**config.mk**
```make
export PLATFORM = sky130hd
export DESIGN_NAME = eewc_host
export DESIGN_NICKNAME = d
export VERILOG_FILES = /design/src/common/eewc_pkg.sv /design/src/hw/eewc_host.sv
export SDC_FILE = /design/constraint.sdc
export NUM_CORES = 1
export LEC_CHECK = 0
export ABC_AREA = 1
export BUFFER_PORTS_ARGS = -buffer_cell sky130_fd_sc_hd__buf_2
export CAP_MARGIN = 0
export CORE_MARGIN = 8
export CORE_UTILIZATION = 58
export CTS_CLUSTER_DIAMETER = 30
export DETAILED_ROUTE_END_ITERATION = 6
export PLACE_DENSITY = 0.86
export SLEW_MARGIN = 20
export SYNTH_ARGS = -nofsm -noshare
export SYNTH_HDL_FRONTEND = slang
export SYNTH_SLANG_ARGS = --single-unit
```
**constraint.sdc**
```tcl
create_clock -name core_clk -period 3.12 [get_ports core_clk]
set_input_delay 0.468 -clock core_clk [delete_from_list [all_inputs] [get_ports core_clk]]
set_output_delay 0.468 -clock core_clk [all_outputs]
set_load 0.01 [all_outputs]
```
**src/common/eewc_pkg.sv**
```systemverilog
/*
 * shared constants and carrier types for the host-side write cycle controller
 * assumes a 200 MHz core clock and the slow (-200) speed grade of the memory
 */
package eewc_pkg;
   // clock period in picoseconds
   localparam int unsigned CLK_PS           = 5000;
   // times in their own units, for the slow grade
   localparam int unsigned MAX_PROGRAM_MS   = 20;
   localparam int unsigned WRITE_START_NS   = 250;
   localparam int unsigned GUARD_SETUP_US   = 200;
   localparam int unsigned PULSE_NS         = 350;
   localparam int unsigned ACCESS_NS        = 200;
   // cycle counts, least times rounded up
   // cycles per millisecond first, so the product stays inside 32 bits
   localparam int unsigned MAX_PROGRAM_CYC  = MAX_PROGRAM_MS * ((1000000000 + CLK_PS - 1) / CLK_PS);
   localparam int unsigned WRITE_START_CYC  = (WRITE_START_NS * 1000 + CLK_PS - 1) / CLK_PS;
   localparam int unsigned GUARD_SETUP_CYC  = (GUARD_SETUP_US * 1000000 + CLK_PS - 1) / CLK_PS;
   localparam int unsigned PULSE_CYC        = (PULSE_NS * 1000 + CLK_PS - 1) / CLK_PS;
   localparam int unsigned ACCESS_CYC       = (ACCESS_NS * 1000 + CLK_PS - 1) / CLK_PS + 1;
   // widths
   localparam int unsigned ADDR_W           = 17;
   localparam int unsigned DATA_W           = 32;
   localparam int unsigned BANK_W           = 2;
   localparam int unsigned CNT_W            = 24;
   localparam int unsigned POLL_BIT         = 7;
   // completion detection modes
   localparam logic [1:0]  DET_WAIT         = 2'h0;
   localparam logic [1:0]  DET_POLL         = 2'h1;
   localparam logic [1:0]  DET_BUSY         = 2'h2;

   // user request
   typedef struct packed {
      logic                write;
      logic                bank;
      logic [ADDR_W-1:0]   addr;
      logic [DATA_W-1:0]   data;
   } eewc_req_type;

   // memory control pins, all active low
   typedef struct packed {
      logic [BANK_W-1:0]   chipEnable_n;
      logic                outputEnable_n;
      logic                writeEnable_n;
      logic                write_guard_n;
   } eewc_ctl_type;
endpackage

```
**src/hw/eewc_host.sv**
```systemverilog
/*
 * host controller driving an asynchronous 32-bit eeprom module: reads,
 * single-word writes, and completion detection by waiting, polling or busy pin
 * assumes pins are synchronous to core_clk and a board pull-up on busy
 */
`timescale 1ns/1ps
// Behaviour
// - only one chip enable low at once
// - without detection wait full program time
// - with detection wait start interval then completion
// - guard high setup before any write strobe
module eewc_host
(
   input  wire logic                         core_clk,
   input  wire logic                         rst_n,
   input  wire logic                         reqValid,
   input  wire eewc_pkg::eewc_req_type       req,
   input  wire logic [1:0]                   detectMode,
   input  wire logic                         guardEnable,
   output logic                              reqReady,
   output logic                              rdValid,
   output logic [eewc_pkg::DATA_W-1:0]       rdData,
   output logic                              wrDone,
   output eewc_pkg::eewc_ctl_type            ctl,
   output logic [eewc_pkg::ADDR_W-1:0]       memAddr,
   output logic [eewc_pkg::DATA_W-1:0]       memDataOut,
   output logic                              memDataOe_n,
   input  wire logic [eewc_pkg::DATA_W-1:0]  memDataIn,
   input  wire logic                         busyIn_n
);
   import eewc_pkg::*;

   // one-hot controller states
   typedef enum logic [6:0] {
      ST_IDLE   = 7'h01,
      ST_READ   = 7'h02,
      ST_STROBE = 7'h04,
      ST_START  = 7'h08,
      ST_WAIT   = 7'h10,
      ST_POLL   = 7'h20,
      ST_RECOV  = 7'h40
   } eewc_state_type;

   eewc_state_type     state;      // current state
   logic [CNT_W-1:0]   timer;      // shared phase counter
   logic [CNT_W-1:0]   guardCnt;   // cycles guard has been high
   logic               lastBit7;   // bit 7 of last written data
   logic [1:0]         mode;       // detection mode latched per write
   logic               wrBank;     // bank of the write being polled

   // chip enable decode, only one bank active
   function automatic logic [BANK_W-1:0] bankSel(input logic b);
      bankSel = b ? 2'h1 : 2'h2;
   endfunction

   // guard setup counter, the pin itself is driven by the sequencer
   always_ff @(posedge core_clk or negedge rst_n)
   begin
      if (!rst_n)
      begin
         guardCnt          <= '0;
      end
      else
      begin
         // count setup while guard is driven high
         if (!ctl.write_guard_n)
            guardCnt <= '0;
         else if (guardCnt != CNT_W'(GUARD_SETUP_CYC))
            guardCnt <= guardCnt + 1'b1;
      end
   end

   // main sequencer
   always_ff @(posedge core_clk or negedge rst_n)
   begin
      if (!rst_n)
      begin
         state                 <= ST_IDLE;
         timer                 <= '0;
         reqReady              <= 1'b0;
         rdValid               <= 1'b0;
         rdData                <= '0;
         wrDone                <= 1'b0;
         ctl.chipEnable_n      <= '1;
         ctl.outputEnable_n    <= 1'b1;
         ctl.writeEnable_n     <= 1'b1;
         memAddr               <= '0;
         memDataOut            <= '0;
         memDataOe_n           <= 1'b1;
         lastBit7              <= 1'b0;
         mode                  <= DET_WAIT;
         wrBank                <= 1'b0;
         ctl.write_guard_n     <= 1'b0;
      end
      else
      begin
         rdValid <= 1'b0;
         wrDone  <= 1'b0;
         timer   <= timer + 1'b1;
         // guard pin follows its enable in every state
         ctl.write_guard_n <= guardEnable;
         case (state)
            ST_IDLE:
            begin
               // accept only when guard is up and set up
               reqReady <= (guardCnt == CNT_W'(GUARD_SETUP_CYC)) && ctl.write_guard_n;
               if (reqValid && reqReady)
               begin
                  reqReady         <= 1'b0;
                  timer            <= '0;
                  memAddr          <= req.addr;
                  ctl.chipEnable_n <= bankSel(req.bank);
                  if (req.write)
                  begin
                     memDataOut        <= req.data;
                     memDataOe_n       <= 1'b0;
                     lastBit7          <= req.data[POLL_BIT];
                     wrBank            <= req.bank;
                     ctl.writeEnable_n <= 1'b0;
                     mode              <= detectMode;
                     state             <= ST_STROBE;
                  end
                  else
                  begin
                     ctl.outputEnable_n <= 1'b0;
                     state              <= ST_READ;
                  end
               end
            end
            ST_READ:
            begin
               // sample after access time, then standby
               if (timer == CNT_W'(ACCESS_CYC))
               begin
                  rdData             <= memDataIn;
                  rdValid            <= 1'b1;
                  ctl.outputEnable_n <= 1'b1;
                  ctl.chipEnable_n   <= '1;
                  state              <= ST_IDLE;
               end
            end
            ST_STROBE:
            begin
               // data latched on rising write enable
               if (timer == CNT_W'(PULSE_CYC))
               begin
                  ctl.writeEnable_n <= 1'b1;
                  ctl.chipEnable_n  <= '1;
                  memDataOe_n       <= 1'b1;
                  timer             <= '0;
                  state             <= ST_START;
               end
            end
            ST_START:
            begin
               // single word, device starts programming itself
               if (timer == CNT_W'(WRITE_START_CYC))
               begin
                  timer <= '0;
                  state <= (mode == DET_WAIT) ? ST_WAIT : ST_POLL;
               end
            end
            ST_WAIT:
            begin
               // full program time without detection
               if (timer == CNT_W'(MAX_PROGRAM_CYC))
               begin
                  wrDone <= 1'b1;
                  state  <= ST_IDLE;
               end
            end
            ST_POLL:
            begin
               if (mode == DET_BUSY)
               begin
                  // busy released to pull-up ends cycle
                  if (busyIn_n)
                  begin
                     wrDone <= 1'b1;
                     state  <= ST_IDLE;
                  end
               end
               else if (ctl.outputEnable_n)
               begin
                  // open a polling read
                  ctl.chipEnable_n   <= bankSel(wrBank);
                  ctl.outputEnable_n <= 1'b0;
                  timer              <= '0;
               end
               else if (timer == CNT_W'(ACCESS_CYC))
               begin
                  // true bit 7 means done
                  ctl.outputEnable_n <= 1'b1;
                  ctl.chipEnable_n   <= '1;
                  timer              <= '0;
                  if (memDataIn[POLL_BIT] == lastBit7)
                  begin
                     wrDone <= 1'b1;
                     state  <= ST_IDLE;
                  end
                  else
                     state <= ST_RECOV;
               end
               // guard fall aborts
               if (!ctl.write_guard_n)
               begin
                  ctl.outputEnable_n <= 1'b1;
                  ctl.chipEnable_n   <= '1;
                  wrDone             <= 1'b1;
                  state              <= ST_IDLE;
               end
            end
            ST_RECOV:
            begin
               // two idle cycles between polling reads
               timer <= '0;
               state <= ST_POLL;
            end
            default:
               state <= ST_IDLE;
         endcase
      end
   end

   // never two banks selected
   a_one_bank: assert property (@(posedge core_clk) disable iff (!rst_n)
      $countones(~ctl.chipEnable_n) <= 1)
      else $error("two chip enables low");
   // write strobe only after guard setup
   a_guard_setup: assert property (@(posedge core_clk) disable iff (!rst_n)
      $fell(ctl.writeEnable_n) |-> $past(guardCnt) == CNT_W'(GUARD_SETUP_CYC))
      else $error("write strobe before guard setup");
   // wait mode completion exactly after program time
   a_wait_full: assert property (@(posedge core_clk) disable iff (!rst_n)
      (state == ST_WAIT && timer == CNT_W'(MAX_PROGRAM_CYC)) |=> wrDone && state == ST_IDLE)
      else $error("wait mode finished at wrong time");
   // no access during the first 8 cycles of the start interval
   a_start_gap: assert property (@(posedge core_clk) disable iff (!rst_n)
      $rose(ctl.writeEnable_n) |-> (ctl.chipEnable_n == '1) [*8])
      else $error("access inside start interval");
   // standby drives no data
   a_standby: assert property (@(posedge core_clk) disable iff (!rst_n)
      ctl.chipEnable_n == '1 |-> memDataOe_n)
      else $error("data driven in standby");
   c_read: cover property (@(posedge core_clk) rdValid);
   c_poll: cover property (@(posedge core_clk) state == ST_RECOV);
   c_done: cover property (@(posedge core_clk) wrDone && mode == DET_BUSY);
   c_wait: cover property (@(posedge core_clk) state == ST_WAIT);
   // wait mode never ends before the full program time
   a_wait_early: assert property (@(posedge core_clk) disable iff (!rst_n)
      (state == ST_WAIT && timer != CNT_W'(MAX_PROGRAM_CYC)) |=> !wrDone)
      else $error("wait mode finished early");
endmodule

```
# Yosys cells after proc, flatten, opt, wreduce, memory -nomap -nowiden
# Cells that the tools add are included.
dict set report totals {
  regBits 149
  word_cells 111
  inputBits 90
  output_inout_bits 90
}
dict set report classes {
  muxes 51
  n_eq_ne 28
  n_addsub 2
  reduce_logical 13
}
# op n
set ops {}
lappend ops {{$mux 24} 8}
lappend ops {{$pmux 24 s5} 1}
lappend ops {{$mux 7} 11}
lappend ops {{$pmux 7 s7} 1}
lappend ops {{$add 24x1->24 const B} 2}
lappend ops {{$eq 24x6->1 const B} 2}
lappend ops {{$eq 24x16->1 const B} 1}
lappend ops {{$eq 24x22->1 const B} 1}
lappend ops {{$eq 24x7->1 const B} 1}
lappend ops {{$ne 24x16->1 const B} 1}
lappend ops {{$mux 3} 6}
lappend ops {{$ne 4x4->1 const B} 4}
lappend ops {{$mux 1} 14}
lappend ops {{$ne 2x2->1 const B} 7}
lappend ops {{$pmux 2 s4} 1}
lappend ops {{$reduce_and 8->1} 1}
lappend ops {{$eq 7x1->1 const B} 1}
lappend ops {{$eq 7x2->1 const B} 1}
lappend ops {{$eq 7x3->1 const B} 1}
lappend ops {{$eq 7x4->1 const B} 1}
lappend ops {{$eq 7x5->1 const B} 1}
lappend ops {{$eq 7x6->1 const B} 1}
lappend ops {{$eq 7x7->1 const B} 1}
lappend ops {{$mux 2} 3}
lappend ops {{other kinds (18)} 22}

# Depth between registers and ports, before layout
dict set report logic_depth {
  depth_word 7
  depth_mapped 13
  depth_no_buf 13
}

# Worst setup path before layout
# OpenSTA, ideal clock, no wires.
dict set report synth_path {
  path_kind {flip-flop to flip-flop}
  start {register timer[1]}
  end {register timer[0]}
  n_path_buf 1
  t_arrival_ns 1.510
  path_stages_with_launch 13
  period_less_slack_ns 1.632
  path_slack_ns 1.488
  setup_ns 0.122
  required_ns 2.998
  cell_sequence {dfrtp_1 > inv_1 > ha_1 > nand2_1 > inv_1 > nand2_1 > nor2_2 > nand3_1 > nand2_1 > nand2_1 > nand2_1 > buf_4 > a21oi_1}
}
dict set report synth_between {
  elab_chain_cells 5
  word_cells_on_any_way 9
  cone_classes {eq/ne (3); mux (6)}
}
# element line_no
set synth_rtl {}
lappend synth_rtl {{start: declaration} eewc_host.sv:45} ;# logic [CNT_W-1:0] timer;
lappend synth_rtl {{start signal: assignment} eewc_host.sv:99} ;# timer <= timer + 1'b1;
lappend synth_rtl {{$eq 24x6->1} eewc_host.sv:190} ;# else if (timer == CNT_W'(ACCESS_CYC))
lappend synth_rtl {{$mux 24} eewc_host.sv:190}
lappend synth_rtl {{$mux 24} eewc_host.sv:183} ;# else if (ctl.outputEnable_n)
lappend synth_rtl {{$mux 24} eewc_host.sv:174} ;# if (mode == DET_BUSY)
lappend synth_rtl {{$pmux 24 s5 *} eewc_host.sv:102} ;# case (state)
# Every way passes the cells marked *; elsewhere a longest branch is shown, timed or not.
# A chain may end at the register's enable or synchronous reset.

# Worst setup path in the final report
dict set report layout_path {
  start {register state[0]}
  end {register memDataOut[25] (netlist bit)}
}
dict set report layout_between {
  elab_chain_cells 2
}
# element line_no
set layout_rtl {}
lappend layout_rtl {{start: declaration} eewc_host.sv:44} ;# eewc_state_type state;
lappend layout_rtl {{start signal: assignment} eewc_host.sv:160} ;# state <= (mode == DET_WAIT) ? ST_WAIT : ST_POLL;
lappend layout_rtl {{$eq 7x1->1} eewc_host.sv:102}
lappend layout_rtl {{$reduce_and 3->1 (no source line)} --}
lappend layout_rtl {{end signal: assignment} eewc_host.sv:115} ;# memDataOut <= req.data;
lappend layout_rtl {{end: declaration} eewc_host.sv:26} ;# output logic [eewc_pkg::DATA_W-1:0] memDataOut,
# No other way between the ends.

==> impl_results.md <==
- Top cells by count, synth: nand2_1 (383), dfrtp_1 (142), nor2_1 (89), inv_1 (58), nand3_1 (45)
- Critical path peak fanout: 37
- Clock transition at the registers of the reported paths: 60 ps
- Via count: 6628
- Peak supply drop: about 390 uV
- Syn Area/Cell: 7.87 um^2
- Hold WS: around 70 ps
- Outcome: finished, violations left
- Vias in the first global route: 6599
- Final RePlAce weighted congestion: ~0.96
- Antenna violations before repair: 0
- DIE WIDTH: 127 um
- Synthesized netlist cell count: between 900 and 1000
- Crit path max-delay cell type: dfstp_2
- Post_cts resized: 0
- Worst stage delay on the critical path: approximately 540 ps
- Die ar.: between 0.015 and 0.02 mm^2
- CTS Root Cell: clkbuf_16
- Post-synth EDFFs: 0
- Post-synthesis sequential area ratio: 0.519
- CP Cell Sequence: inv_1 -> nor2_1 -> nand2_1 -> nor2_4 -> inv_2 -> nor2_8 -> nand2_4 -> clkinv_2 -> nand2_1 -> nand2_1
- Core area: about 0.012 mm^2
- Synth top area share: 0.501
- Final WL: 19.3 mm
- # DRC: 4
- Min-Delay Path Class: in -> async
- Max_slew headroom: 0.518
- CP Class: reg -> reg
- FF+latch count, synth: around 150
- DP HPWL: ~14 mm
- Failing checks: DRC
- First-pass GRT wire length: roughly 32 mm
- CP Data Arrival Time: about 2700 ps
- Pwr/cell area: around 590 mW/mm^2
- Placement Rows: 40
- Slew of the pin with the lowest slew margin: ~720 ps
- Layout cell share with drive strength beyond 1: 0.226
- Final nets: between 1000 and 1500
- TritonCTS Buffers: 17
- # fillers: 874
- Main synth FF type: dfrtp_1
- Max cap viols: 0
- Postcts setup bufs: 0
- CP delay by family, top: simple AND/OR/NAND/NOR gates
- Mean number of vias per cell: around 5.3
- Antenna violation net count after detailed routing: 0
- Antenna Cells: 0
- Area contributors post-synth: dfrtp_1 (50%), nand2_1 (20%), nor2_1 (4.7%)
- CTS Buffer Depth: 2
- Starting Density: 0.593
- Leakage power: between 4 and 5 nW
- Yosys cell types: 36
- Yosys warns: 0
- CP startpoint kind: flip-flop
- Drt wl/cell: 15.5 um
- CP endpoint kind: flip-flop
- GR Overflow Total: 0
- Post-Syn Area: slightly above 0.007 mm^2
- Clk_lat worst skew: ~420 ps
- Hold_buf cts: 0
- Min Clock Period, post-route: between 2000 and 2500 ps
- DRT Pass-1 Iters: 7
- Async S/R FF share, synth: 1.00
- Sink Count: roughly 150
- Buffers and inverters on the worst path: 3
- Fin. Hold Viols: 0
- Most frequent cell after synthesis: nand2_1
- Largest net degree at the start of global routing: a little over 80
- I/O Pins: 180
- Period utilisation layout: 0.737
- CP dominant cell by count: nand2_1
- # setup viols final: 0
- H-tree depth: 4
- Worst Path Required: 3480 ps
- Total track usage: 0.246
- Clock Skews: around 5.9 ps
- DRT iter0 DRCs: around 540
- Max Slew Vio Count: 0
- Setup TNS Final: 0 ps
- RSZ-0062 raised after global routing: no
- Area growth from synthesis to layout: 22.5%
- Synth area leader: dfrtp_1
- IO Port Bufs: between 150 and 200
- Max Fclk: 435 MHz
- Die Span Y: roughly 130 um
- CTS tree: done
- Syn nets: ~1000
worst reg2reg max path: cells and delay by family, from the launching register on:
kind                   cells  cell delay, ps
and+or+nand+nor            7            1130
buffers and inverters      3             570
DFF                        1             540
cells by family after synthesis:
group           count (synthesis)  share of synthesized area
flops                         147                      0.519
fa+ha+maj                       6                     0.0106
buf+inv                        85                     0.0545
simple gates                  577                      0.341
xor+xnor                       21                     0.0259
compound gates                 66                     0.0492
per-stage QoR:
stage	setup slack [ps]	total power, mW	util	cell area, um^2	std cells
after floorplan	1490	2.79	-	7100	902
after global placement	934	3.03	0.676	8090	1211
after CTS	832	5.15	0.727	8690	1243
after global routing	635	5.39	0.727	8690	1243
final	820	5.13	0.727	8690	1243
after detailed placement	877	3.06	0.676	8090	1211
final timing paths:
kind / start / to / cells past startpoint / slack [ps]
setup / recovery: state[0] / memDataOut[25] / 10 / 820
hold / removal: rst_n / timer[13] / 1 / 70
setup reg to reg: state[0] / memDataOut[25] / 10 / 820
hold reg to reg: memAddr[0] / memAddr[0] / 2 / 460
max in group asynchronous: rst_n / state[0] / 2 / 2240
min in group core_clk: guardEnable / ctl[0] / 1 / 160
flip-flops by register name, summed over array words and instances (netlist names):
register	cells
reqReady	1
rdData	32
mode	2
rdValid	1
wrBank	1
memDataOe_n	1
wrDone	1
timer	24
memDataOut	32
state	7
guardCnt	24
memAddr	17
ctl	4
placed cells by master, fill, tap and decap left out, types with 2 or more instances in the layout:
master	instances
a211oi_1	2
a21boi_0	2
a21oi_1	38
buf_2	178
buf_4	5
bufinv_16	3
clkbuf_1	3
clkbuf_16	17
clkinv_2	2
clkinv_4	4
clkinvlp_4	2
dfrtp_1	142
dfstp_2	5
ha_1	6
inv_1	58
inv_2	3
nand2_1	383
nand2_2	3
nand3_1	45
nand4_1	14
nor2_1	89
nor2_2	10
nor2_4	4
nor3_1	11
nor4_1	9
o211ai_1	2
o21ai_0	20
or2_2	2
xnor2_1	5
xor2_1	16
layer usage:
metal	global-route usage	routed length [um]	share of wire	vias up
li1	-	-	-	3210
met1	0.293	7790	0.40	3104
met2	0.410	9390	0.49	272
met3	0.0700	1560	0.081	42
met4	0.107	525	0.027	0
met5	0	0	0	-
power by group:
| part | total, mW | internal, mW | switching [mW] |
|---|---|---|---|
| registers | 2.12 | 2.03 | 0.0900 |
| clock network | 2.08 | 1.28 | 0.797 |
| logic | 0.921 | 0.296 | 0.624 |
| total | 5.13 | 3.62 | 1.51 |
cell type report:
class	instances	area (um^2)	area share
clock buffer	21	450	0.0518
clock inverter	11	154	0.0177
inverter	62	234	0.0269
multi-input combinational	670	3030	0.348
sequential	147	3680	0.424
tap	147	184	0.0212
timing repair buffer	185	960	0.110
(Power assumes the default switching activity.)
